--- src/csr_pkg.sv ---
package csr_pkg;

    // Register offsets in the byte-wide special register space.
    localparam logic [7:0] CSR_STACK_POINTER_ADDR = 8'h81;
    localparam logic [7:0] CSR_POINTER_LOW_BYTE_ADDR = 8'h82;
    localparam logic [7:0] CSR_POINTER_HIGH_BYTE_ADDR = 8'h83;
    localparam logic [7:0] CSR_CODE_BANK_SELECT_ADDR = 8'ha1;
    localparam logic [7:0] CSR_POINTER_SELECT_CONTROL_ADDR = 8'ha2;
    localparam logic [7:0] CSR_CODE_MAP_CONTROL_ADDR = 8'hc0;
    localparam logic [7:0] CSR_PROGRAM_STATUS_FLAGS_ADDR = 8'hd0;
    localparam logic [7:0] CSR_ARITH_PRIMARY_ADDR = 8'he0;
    localparam logic [7:0] CSR_ARITH_SECONDARY_ADDR = 8'hf0;

    // Reset values.
    localparam logic [7:0] CSR_STACK_POINTER_RST = 8'h07;
    localparam logic [7:0] CSR_BYTE_RST = 8'h00;
    localparam logic [15:0] CSR_POINTER_RST = 16'h0000;
    localparam logic CSR_UPPER_ROM_RST = 1'b1;

    // Field positions.
    localparam int CSR_ISP_BIT = 2;
    localparam int CSR_ROM_SEL_BIT = 1;
    localparam int CSR_CARRY_BIT = 7;
    localparam int CSR_AUX_CARRY_BIT = 6;
    localparam int CSR_WORK_BANK_LO = 3;
    localparam int CSR_RANGE_BIT = 2;
    localparam int CSR_PARITY_BIT = 0;

    // Strap value that marks in-system programming.
    localparam logic [1:0] CSR_ISP_STRAP = 2'h3;

    // Code window and stack region.
    localparam logic [15:0] CSR_UPPER_WINDOW_BASE = 16'hfc00;
    localparam logic [7:0] CSR_STACK_LOW = 8'h08;
    localparam logic [7:0] CSR_STACK_HIGH = 8'h7f;
    localparam int CSR_STACK_WORDS = 128;

    // Byte-wide register access from the execution logic.
    typedef struct packed {
        logic wr;
        logic rd;
        logic [7:0] addr;
        logic [7:0] wdata;
    } csr_byte_req_s;

    // Single-bit access by bit address.
    typedef struct packed {
        logic wr;
        logic rd;
        logic [7:0] addr;
        logic wdata;
    } csr_bit_req_s;

    // Flag update from the arithmetic unit.
    typedef struct packed {
        logic upd;
        logic carry;
        logic aux_carry;
        logic range;
    } csr_flag_upd_s;

endpackage : csr_pkg

--- src/csr_core_special_registers.sv ---
`timescale 1ns/100ps
`default_nettype none

module csr_core_special_registers (
    input wire logic i_clk,
    input wire logic i_resetn,
    input wire logic [1:0] i_mode_strap_pins,
    input wire csr_pkg::csr_byte_req_s i_byte_req,
    output logic [7:0] o_byte_rdata,
    input wire csr_pkg::csr_bit_req_s i_bit_req,
    output logic o_bit_rdata,
    input wire logic i_mul,
    input wire logic i_div,
    input wire logic i_accum_wr,
    input wire logic [7:0] i_accum_wdata,
    input wire csr_pkg::csr_flag_upd_s i_flag_upd,
    input wire logic i_push,
    input wire logic [7:0] i_push_data,
    input wire logic i_pop,
    output logic [7:0] o_pop_data,
    input wire logic i_ptr_wr,
    input wire logic [15:0] i_ptr_wdata,
    input wire logic i_ptr_inc,
    output logic [15:0] o_data_pointer,
    input wire logic [15:0] i_code_addr,
    output logic o_code_from_rom,
    output logic o_code_bank,
    output logic [1:0] o_work_bank_select,
    output logic o_insystem_prog_indicator
);
    import csr_pkg::*;

    ////////////////////////////////////////////////////////////////////////////////
    logic [7:0] stack_ptr_q;
    logic [7:0] accum_q;
    logic [7:0] sec_q;
    logic [7:1] status_q;
    logic upper_code_rom_select_q;
    logic code_bank_q;
    logic pointer_copy_select_q;
    logic insystem_prog_indicator_q;
    logic [15:0] dp_q [2];
    logic [7:0] stack_mem [CSR_STACK_WORDS];
    logic [7:0] pop_data_q;
    logic [7:0] byte_rdata_q;
    logic bit_rdata_q;
    logic parity;
    logic [15:0] product;
    logic [7:0] quotient;
    logic [7:0] remainder;
    logic div_ok;
    logic [7:0] stack_ptr_inc;

    // Byte write or bit write that lands on the register at reg_addr.
    // Bit addresses only ever reach offsets that are multiples of eight.
    function automatic logic [7:0] apply_wr(input logic [7:0] cur, input logic [7:0] reg_addr,
                                            input csr_byte_req_s br, input csr_bit_req_s bt);
        logic [7:0] v;
        v = cur;
        if (br.wr && br.addr == reg_addr) begin
            v = br.wdata;
        end else if (bt.wr && {bt.addr[7:3], 3'h0} == reg_addr) begin
            v[bt.addr[2:0]] = bt.wdata;
        end
        return v;
    endfunction : apply_wr

    function automatic logic [7:0] read_byte(input logic [7:0] a, input logic [7:0] stk_ptr, input logic [7:0] accum,
                                             input logic [7:0] sec, input logic [7:0] status, input logic [15:0] dp,
                                             input logic [7:0] code_map, input logic bank, input logic sel);
        logic [7:0] v;
        v = 8'h00;
        unique case (a)
            CSR_STACK_POINTER_ADDR: v = stk_ptr;
            CSR_POINTER_LOW_BYTE_ADDR: v = dp[7:0];
            CSR_POINTER_HIGH_BYTE_ADDR: v = dp[15:8];
            CSR_CODE_BANK_SELECT_ADDR: v = {7'h00, bank};
            CSR_POINTER_SELECT_CONTROL_ADDR: v = {7'h00, sel};
            CSR_CODE_MAP_CONTROL_ADDR: v = code_map;
            CSR_PROGRAM_STATUS_FLAGS_ADDR: v = status;
            CSR_ARITH_PRIMARY_ADDR: v = accum;
            CSR_ARITH_SECONDARY_ADDR: v = sec;
            default: v = 8'h00;
        endcase
        return v;
    endfunction : read_byte

    ////////////////////////////////////////////////////////////////////////////////
    assign parity = ^accum_q;
    assign product = accum_q * sec_q;
    assign div_ok = (accum_q != 8'h00);
    // A zero divisor would give a meaningless quotient, so the result is replaced: quotient 0xff, remainder the dividend.
    assign quotient = div_ok ? sec_q / accum_q : 8'hff;
    assign remainder = div_ok ? sec_q % accum_q : sec_q;
    assign stack_ptr_inc = stack_ptr_q + 8'h01;

    logic [7:0] code_map_view;
    logic [7:0] status_view;
    logic [7:0] bit_byte;
    assign code_map_view = {5'h00, insystem_prog_indicator_q, upper_code_rom_select_q, 1'b0};
    assign status_view = {status_q, parity};
    // Bit reads pick one bit out of the byte view of the register that holds it.
    assign bit_byte = read_byte({i_bit_req.addr[7:3], 3'h0}, stack_ptr_q, accum_q, sec_q, status_view,
                                o_data_pointer, code_map_view, code_bank_q, pointer_copy_select_q);

    ////////////////////////////////////////////////////////////////////////////////
    // Strap pins are sampled, never caught under the asynchronous reset.
    always_ff @(posedge i_clk or negedge i_resetn) begin
        if (!i_resetn) begin
            insystem_prog_indicator_q <= 1'b0;
        end else begin
            insystem_prog_indicator_q <= (i_mode_strap_pins == CSR_ISP_STRAP);
        end
    end

    logic [7:0] code_map_next;
    assign code_map_next = apply_wr(code_map_view, CSR_CODE_MAP_CONTROL_ADDR, i_byte_req, i_bit_req);

    always_ff @(posedge i_clk or negedge i_resetn) begin
        if (!i_resetn) begin
            upper_code_rom_select_q <= CSR_UPPER_ROM_RST;
        end else begin
            upper_code_rom_select_q <= code_map_next[CSR_ROM_SEL_BIT];
        end
    end

    logic [7:0] bank_next;
    assign bank_next = apply_wr({7'h00, code_bank_q}, CSR_CODE_BANK_SELECT_ADDR, i_byte_req, i_bit_req);

    always_ff @(posedge i_clk or negedge i_resetn) begin
        if (!i_resetn) begin
            code_bank_q <= 1'b0;
        end else begin
            code_bank_q <= bank_next[0];
        end
    end

    logic [7:0] sel_next;
    assign sel_next = apply_wr({7'h00, pointer_copy_select_q}, CSR_POINTER_SELECT_CONTROL_ADDR,
                               i_byte_req, i_bit_req);

    always_ff @(posedge i_clk or negedge i_resetn) begin
        if (!i_resetn) begin
            pointer_copy_select_q <= 1'b0;
        end else begin
            pointer_copy_select_q <= sel_next[0];
        end
    end

    ////////////////////////////////////////////////////////////////////////////////
    // Multiply and divide take priority over a register write in the same cycle.
    always_ff @(posedge i_clk or negedge i_resetn) begin
        if (!i_resetn) begin
            accum_q <= CSR_BYTE_RST;
        end else if (i_mul) begin
            accum_q <= product[7:0];
        end else if (i_div) begin
            accum_q <= quotient;
        end else if (i_accum_wr) begin
            accum_q <= i_accum_wdata;
        end else begin
            accum_q <= apply_wr(accum_q, CSR_ARITH_PRIMARY_ADDR, i_byte_req, i_bit_req);
        end
    end

    always_ff @(posedge i_clk or negedge i_resetn) begin
        if (!i_resetn) begin
            sec_q <= CSR_BYTE_RST;
        end else if (i_mul) begin
            sec_q <= product[15:8];
        end else if (i_div) begin
            sec_q <= remainder;
        end else begin
            sec_q <= apply_wr(sec_q, CSR_ARITH_SECONDARY_ADDR, i_byte_req, i_bit_req);
        end
    end

    logic [7:0] status_next;
    assign status_next = apply_wr(status_view, CSR_PROGRAM_STATUS_FLAGS_ADDR, i_byte_req, i_bit_req);

    // The parity bit is not stored; writes to it are dropped.
    always_ff @(posedge i_clk or negedge i_resetn) begin
        if (!i_resetn) begin
            status_q <= CSR_BYTE_RST[7:1];
        end else begin
            status_q <= status_next[7:1];
            if (i_mul || i_div) begin
                status_q[CSR_CARRY_BIT] <= 1'b0;
                status_q[CSR_RANGE_BIT] <= i_mul ? (product[15:8] != 8'h00) : !div_ok;
            end else if (i_flag_upd.upd) begin
                status_q[CSR_CARRY_BIT] <= i_flag_upd.carry;
                status_q[CSR_AUX_CARRY_BIT] <= i_flag_upd.aux_carry;
                status_q[CSR_RANGE_BIT] <= i_flag_upd.range;
            end
        end
    end

    ////////////////////////////////////////////////////////////////////////////////
    // A push and a pop in one cycle are not expected; push is then served alone.
    always_ff @(posedge i_clk or negedge i_resetn) begin
        if (!i_resetn) begin
            stack_ptr_q <= CSR_STACK_POINTER_RST;
        end else if (i_push) begin
            stack_ptr_q <= stack_ptr_inc;
        end else if (i_pop) begin
            stack_ptr_q <= stack_ptr_q - 8'h01;
        end else begin
            stack_ptr_q <= apply_wr(stack_ptr_q, CSR_STACK_POINTER_ADDR, i_byte_req, i_bit_req);
        end
    end

    // Only the low seven address bits index memory, so the stack wraps within 0x00-0x7F.
    always_ff @(posedge i_clk) begin
        if (i_push) begin
            stack_mem[stack_ptr_inc[6:0]] <= i_push_data;
        end
    end

    always_ff @(posedge i_clk or negedge i_resetn) begin
        if (!i_resetn) begin
            pop_data_q <= CSR_BYTE_RST;
        end else if (i_pop && !i_push) begin
            pop_data_q <= stack_mem[stack_ptr_q[6:0]];
        end
    end

    ////////////////////////////////////////////////////////////////////////////////
    for (genvar gi = 0; gi < 2; gi++) begin : g_ptr_copy
        logic hit;
        logic [7:0] lo_next;
        logic [7:0] hi_next;
        assign hit = (pointer_copy_select_q == 1'(gi));
        assign lo_next = apply_wr(dp_q[gi][7:0], CSR_POINTER_LOW_BYTE_ADDR, i_byte_req, i_bit_req);
        assign hi_next = apply_wr(dp_q[gi][15:8], CSR_POINTER_HIGH_BYTE_ADDR, i_byte_req, i_bit_req);
        always_ff @(posedge i_clk or negedge i_resetn) begin
            if (!i_resetn) begin
                dp_q[gi] <= CSR_POINTER_RST;
            end else if (hit) begin
                if (i_ptr_wr) begin
                    dp_q[gi] <= i_ptr_wdata;
                end else if (i_ptr_inc) begin
                    dp_q[gi] <= dp_q[gi] + 16'h0001;
                end else begin
                    dp_q[gi] <= {hi_next, lo_next};
                end
            end
        end
    end

    ////////////////////////////////////////////////////////////////////////////////
    // Read data is registered: it appears the cycle after the read request.
    always_ff @(posedge i_clk or negedge i_resetn) begin
        if (!i_resetn) begin
            byte_rdata_q <= CSR_BYTE_RST;
            bit_rdata_q <= 1'b0;
        end else begin
            if (i_byte_req.rd) begin
                byte_rdata_q <= read_byte(i_byte_req.addr, stack_ptr_q, accum_q, sec_q, status_view,
                                          o_data_pointer, code_map_view, code_bank_q,
                                          pointer_copy_select_q);
            end
            if (i_bit_req.rd) begin
                bit_rdata_q <= bit_byte[i_bit_req.addr[2:0]];
            end
        end
    end

    assign o_byte_rdata = byte_rdata_q;
    assign o_bit_rdata = bit_rdata_q;
    assign o_pop_data = pop_data_q;
    assign o_data_pointer = dp_q[pointer_copy_select_q];
    assign o_code_from_rom = upper_code_rom_select_q && (i_code_addr >= CSR_UPPER_WINDOW_BASE);
    assign o_code_bank = code_bank_q;
    assign o_work_bank_select = status_q[CSR_WORK_BANK_LO +: 2];
    assign o_insystem_prog_indicator = insystem_prog_indicator_q;
endmodule : csr_core_special_registers
`default_nettype wire

--- config.mk ---
export PLATFORM = sky130hd
export DESIGN_NAME = csr_core_special_registers
export DESIGN_NICKNAME = d
export VERILOG_FILES = /design/src/csr_pkg.sv /design/src/csr_core_special_registers.sv
export SDC_FILE = /design/constraint.sdc
export NUM_CORES = 2
export LEC_CHECK = 0
export BUFFER_PORTS_ARGS = -buffer_cell sky130_fd_sc_hd__buf_4
export CORE_UTILIZATION = 45
export DETAILED_ROUTE_END_ITERATION = 8
export GPL_TIMING_DRIVEN = 0
export HOLD_SLACK_MARGIN = 0.12
export PLACE_DENSITY = 0.7
export SLEW_MARGIN = 20
export SYNTH_ARGS = -nofsm -noshare
export SYNTH_HDL_FRONTEND = slang
export SYNTH_SLANG_ARGS = --single-unit
--- constraint.sdc ---
create_clock -name i_clk -period 12.2 [get_ports i_clk]
set_input_delay 0.61 -clock i_clk [delete_from_list [all_inputs] [get_ports i_clk]]
set_output_delay 0.61 -clock i_clk [all_outputs]
set_load 0.02 [all_outputs]
# Word-level counts from Yosys, hierarchy flattened
# Memory sizes are Yosys's and may differ from the RTL's. A register that Yosys moved wholly into a read port is not among the register bits.
# Index checks and enable logic that the tools add are counted.
# word_totals
mem_bits_rw	1024
wordCells	126
register_bits	76
in_bits	92
n_memories	1
rom_bits	0
latchBits	0
out_inout_bits	38
# op_classes
bitwise_logic	2
eq_ne	15
n_addsub	4
multipliers	1
reduce_logical	36
n_lt_le_gt_ge	4
muxes	45
n_shift	0
n_div	2
# mem_list
name	words	word_bits	rd	rd_clocked_by_memory_dff	wr	line	rtl
stack_mem	128	8	1	1	1	csr_core_special_registers.sv:43	logic [7:0] stack_mem [CSR_STACK_WORDS];
# ops
operator	count
2-to-1 mux 8 bit	18
2-to-1 mux 16 bit	7
equality test 8 bit, second input constant	9
case mux 8 bit (9 select lines)	1
adder 16 x 1 -> 16 bit, second input constant	2
bitwise mux 8 bit	4
case mux 8 bit (4 select lines)	1
equality test 5 bit, second input constant	4
greater-or-equal comparator 16 bit, second input constant	1
logical AND 1 bit	16
multiplier 8 x 8 -> 16 bit	1
nonzero test 8 bit	2
AND reduction 2 bit	5
2-to-1 mux 1 bit	9
nonzero test 3 bit	3
adder 8 x 1 -> 8 bit, second input constant	1
divider 8 x 8 -> 8 bit	1
modulo 8 x 8 -> 8 bit	1
nonzero test 4 bit	2
XOR reduction 8 bit	1
subtractor 8 x 1 -> 8 bit, second input constant	1
2-to-1 mux 2 bit	3
nonzero test 5 bit	1
less-than comparator 3 x 4 -> 1 bit, second input constant	1
other kinds (11)	14

# Longest topological paths before layout
# logic_depth
ltp_word	10
depth_mapped	55

# Least setup slack after synthesis
# No wires, ideal clock.
# synth_path
kind	register to register
start	register accum_q[7]
end	register sec_q[0]
setup_slack_ps	499
setup_time_ps	125
path_buffers	2
t_arrival_ps	11576
period_less_slack_ps	11701
path_stages_with_launch	52
path_cell_list	dfrtp_1 -> clkinv_1 -> ha_1 -> buf_2 -> nand3_1 -> nor3_1 -> a41oi_1 -> mux2i_1 -> ha_1 -> o21a_1 -> o21ai_0 -> nor3_1 -> a311o_1 -> ha_1 -> and3_1 -> nand4_1 -> a221oi_2 -> mux2_4 -> [16 not listed] -> a41oi_2 -> mux2i_1 -> inv_1 -> ha_1 -> o21ai_0 -> a211oi_1 -> a31oi_1 -> o2bb2ai_1 -> buf_2 -> mux2_2 -> ha_1 -> o21a_1 -> o31ai_1 -> a21oi_1 -> o31a_1 -> nor3_2 -> nor2_1 -> mux2_2
# synth_between
elab_chain_cells	4
# synth_lines
element	line	rtl
from (decl)	csr_core_special_registers.sv:35	logic [7:0] accum_q;
from (signal assigned)	csr_core_special_registers.sv:156	accum_q <= product[7:0];
from (signal assigned)	csr_core_special_registers.sv:158	accum_q <= quotient;
from (signal assigned)	csr_core_special_registers.sv:160	accum_q <= i_accum_wdata;
modulo 8 x 8 -> 8 bit	csr_core_special_registers.sv:94	assign remainder = div_ok ? sec_q % accum_q : sec_q;
2-to-1 mux 8 bit	csr_core_special_registers.sv:94	
2-to-1 mux 8 bit	csr_core_special_registers.sv:171	end else if (i_div) begin
2-to-1 mux 8 bit	csr_core_special_registers.sv:169	end else if (i_mul) begin
to (signal assigned)	csr_core_special_registers.sv:170	sec_q <= product[15:8];
to (signal assigned)	csr_core_special_registers.sv:172	sec_q <= remainder;
to (signal assigned)	csr_core_special_registers.sv:174	sec_q <= apply_wr(sec_q, CSR_ARITH_SECONDARY_ADDR, i_byte_req, i_bit_req);
to (decl)	csr_core_special_registers.sv:36	logic [7:0] sec_q;
# Parallel ways exist; a longest one is shown, timed or not. The select of a mux whose other input is x is not followed.
# A chain may end at the register's enable or synchronous reset.

# Final worst setup path
# layout_path
start	register accum_q[4]
end	register sec_q[1]
# Same word-level chain as after synthesis.

==> impl_metrics.yaml <==
setup_path:
  cpPeakStageDelay_ns: 0.46
  end_kind: "flip-flop"
  required_ns: 12.74
  cp_data_arrival_time_ns: 12.43
  cp_max_fo: 10
  critPathSlowestCell: "a221oi_4"
  start_kind: "flip-flop"
  crit_type: "reg2reg"
  worst_path_most_repeated_cell: "buf_4"
yosys:
  yosys_warnings: 0
  async_flop_share_pct: 7.58
  synth.largest_area_cell: "edfxtp_1"
  yosysSeqAreaShare_pct: 65.9
  netlist.area_leader.share_pct: 61.7
  synth_cells: 3018
  synth-main-ff-cell: "edfxtp_1"
  syn_area_sq_um: 49900
  ys_types: 84
  synth-edff-count: 1024
  syn-mean-instance-area_sq_um: 16.5
  ys_top_cells_by_area: "edfxtp_1 62%, mux4_2 14%, dfrtp_1 4.0%"
  synth_nets: 3232
  ys_ff_latch: 1108
placed_design:
  place_congestion: 0.971
  place_inst: 4607
  dp_hpwl_um: 92300
  post-place-ws_ns: -2.45
  io_buffers: 112
sta:
  hold_slack_ns: 0.162
  fin_ws_ns: 0.309
  fin_crit_ns: 11.89
  setup_viol: 0
  maxSlewViolCount: 0
  fin_skew_ns: 0.0633
  fin_crit_sh_pct: 97.5
  fmaxAchievable_mhz: 84.1
  finalHoldViolCount: 0
  tightest_slew_ns: 1.26
  slew_headroom_pct: 15.8
grt:
  grt_max_degree: 129
  gr-total-overflow: 0
  grt_pass1_wl_um: 203000
  antenna_found_initial: 3
  grtUsageTotal_pct: 25.0
  grt_pass1_vias: 29500
clock_network:
  root_buffer: "clkbuf_16"
  insertion_delay_ns: 0.72
  htreeDepth: 3
  clkSinkCount: 1108
  clk_pin_slew_ns: 0.08
  clockBufferDepth: 3
  cts_buffers: 106
  cts_tree: "built"
detailed_routing:
  vias: 30200
  wl_per_cell_um: 29.0
  via_per_inst: 6.24
  drt-initial-drc-count: 4135
  totalWireLength_um: 140000
  ant_nets: 0
  post-route-drc-count: 0
  firstDrtPassIters: 6
final_layout:
  final_nets: 3496
  num_antenna_cells: 0
  drive_gt1_share_pct: 23.8
  final_cell_count_no_fill: 4844
  area_growth_pct: 14.0
  layout_common_cells: "1024 x edfxtp_1, 315 x mux4_2, 255 x nor2_1"
  final_common_cell: "edfxtp_1"
power_and_ir_drop:
  cellPowerDensity_nw_per_um2: 264
  cellLeakagePower_uw: 0.0189
  fin_total_pwr_uw: 15000
  vdd_drop_max_uv: 259
floorplanning:
  io_pins: 130
  rows: 121
  die_width_um: 335
  fp.coreArea_sq_um: 109000
  die_h_um: 335
  start_util_pct: 45.6
  die_area_sq_um: 112000
outcome:
  status: "finished, final reports clean"
run:
  cap_violations: 0
hold_path:
  hp-class: "in2reg"
layer usage:
layer	GRT usage (%)	up-vias	share of wire (%)
li1	-	12500	-
met1	33.8	15400	38
met2	39.3	1907	47
met3	6.28	363	11
met4	9.26	6	4.2
met5	0	-	0.028
area by class of cell:
type	instances	area [sq um]
multi-input cells	1647	16200
clock buffers	133	2750
clock inverters	61	731
plain buffers	165	802
flip-flops and latches	1108	32900
repair buffers	158	1240
well taps	1476	1850
fillers	8798	52500
inverters	96	394
worst paths after layout:
path                                            from                         to  slack [ns]  cells past startpoint
worst max-delay path                      accum_q[4]                   sec_q[1]        0.31                     54
worst min-delay path            i_mode_strap_pins[1]  o_insystem_prog_indicator        0.16                      2
worst max register to register            accum_q[4]                   sec_q[1]        0.31                     54
worst min register to register         o_pop_data[0]              o_pop_data[0]        0.49                      1
max in group asynchronous                   i_resetn                 accum_q[0]       10.93                      2
min in group asynchronous                   i_resetn                    dp_q[5]        0.55                      2
where the power goes:
part	internal (uW)	leakage, uW	switching (uW)
Sequential	4310	0.0102	172
Clock	1850	0.00165	1490
Combinational	3010	0.00701	4180
Total	9180	0.0189	5840
cell families after synthesis:
family,count (synthesis),share of synthesized area [%]
flip-flops,1108,65.9
AND/OR/NAND/NOR,658,6.00
AO/OA/AOI/OAI,433,5.64
multiplexers,382,15.7
buffers and inverters,263,2.28
adder cells (fa/ha/maj),122,3.62
XOR/XNOR,52,0.913
per-stage QoR:
step / utilization, % / setup TNS (ns) / instance area [sq um]
3_5_place_dp: 48.1 / -21.64 / 52600
2_1_floorplan: - / 0 / 49900
3_3_place_gp: 48.1 / -20.53 / 52600
4_1_cts: 51.6 / 0 / 56400
5_1_grt: 52.0 / -0.376 / 56800
6_report: 52.0 / 0 / 56800
Yosys cell counts (21+ instances only):
cell type	instances
a21oi_1	129
nor2_1	260
inv_1	94
buf_2	32
mux2i_1	33
mux2_2	33
nor3_1	28
ha_1	85
edfxtp_1	1024
nand2_1	184
dfrtp_1	80
nand3_1	48
clkbuf_1	94
fa_1	37
o21ai_0	77
xor2_1	21
xnor2_1	31
a31oi_1	29
a22oi_1	24
mux4_2	315
state kept, by name, summed over array words and instances (netlist names):
| name | count |
|---|---|
| dp_q | 32 |
| o_bit_rdata | 1 |
| g_ptr_copy.hit | 1 |
| status_q | 7 |
| sec_q | 8 |
| accum_q | 8 |
| stack_mem | 1024 |
| o_pop_data | 8 |
| stack_ptr_q | 8 |
| upper_code_rom_select_q | 1 |
| o_insystem_prog_indicator | 1 |
| o_code_bank | 1 |
| o_byte_rdata | 8 |
what timing repair did:
action                                  in CTS  in global routing
endpoints found under the setup margin      10                  9
buffers inserted                            20                 23
pin swaps                                    6                 14
hold buffers                                 2                  0
gates cloned                                 0                  0
endpoints found under the hold margin       81                  0
resized for setup                           43                 46
worst max-delay path, delay by kind of cell (launching register included):
family | cells | cell delay (ns)
buf+inv | 6 | 1.08
flops | 1 | 0.34
mux | 3 | 0.98
compound gates | 21 | 4.76
simple gates | 16 | 2.33
fa+ha+maj | 8 | 2.24
Note: power is estimated with default switching activity, not from simulation.
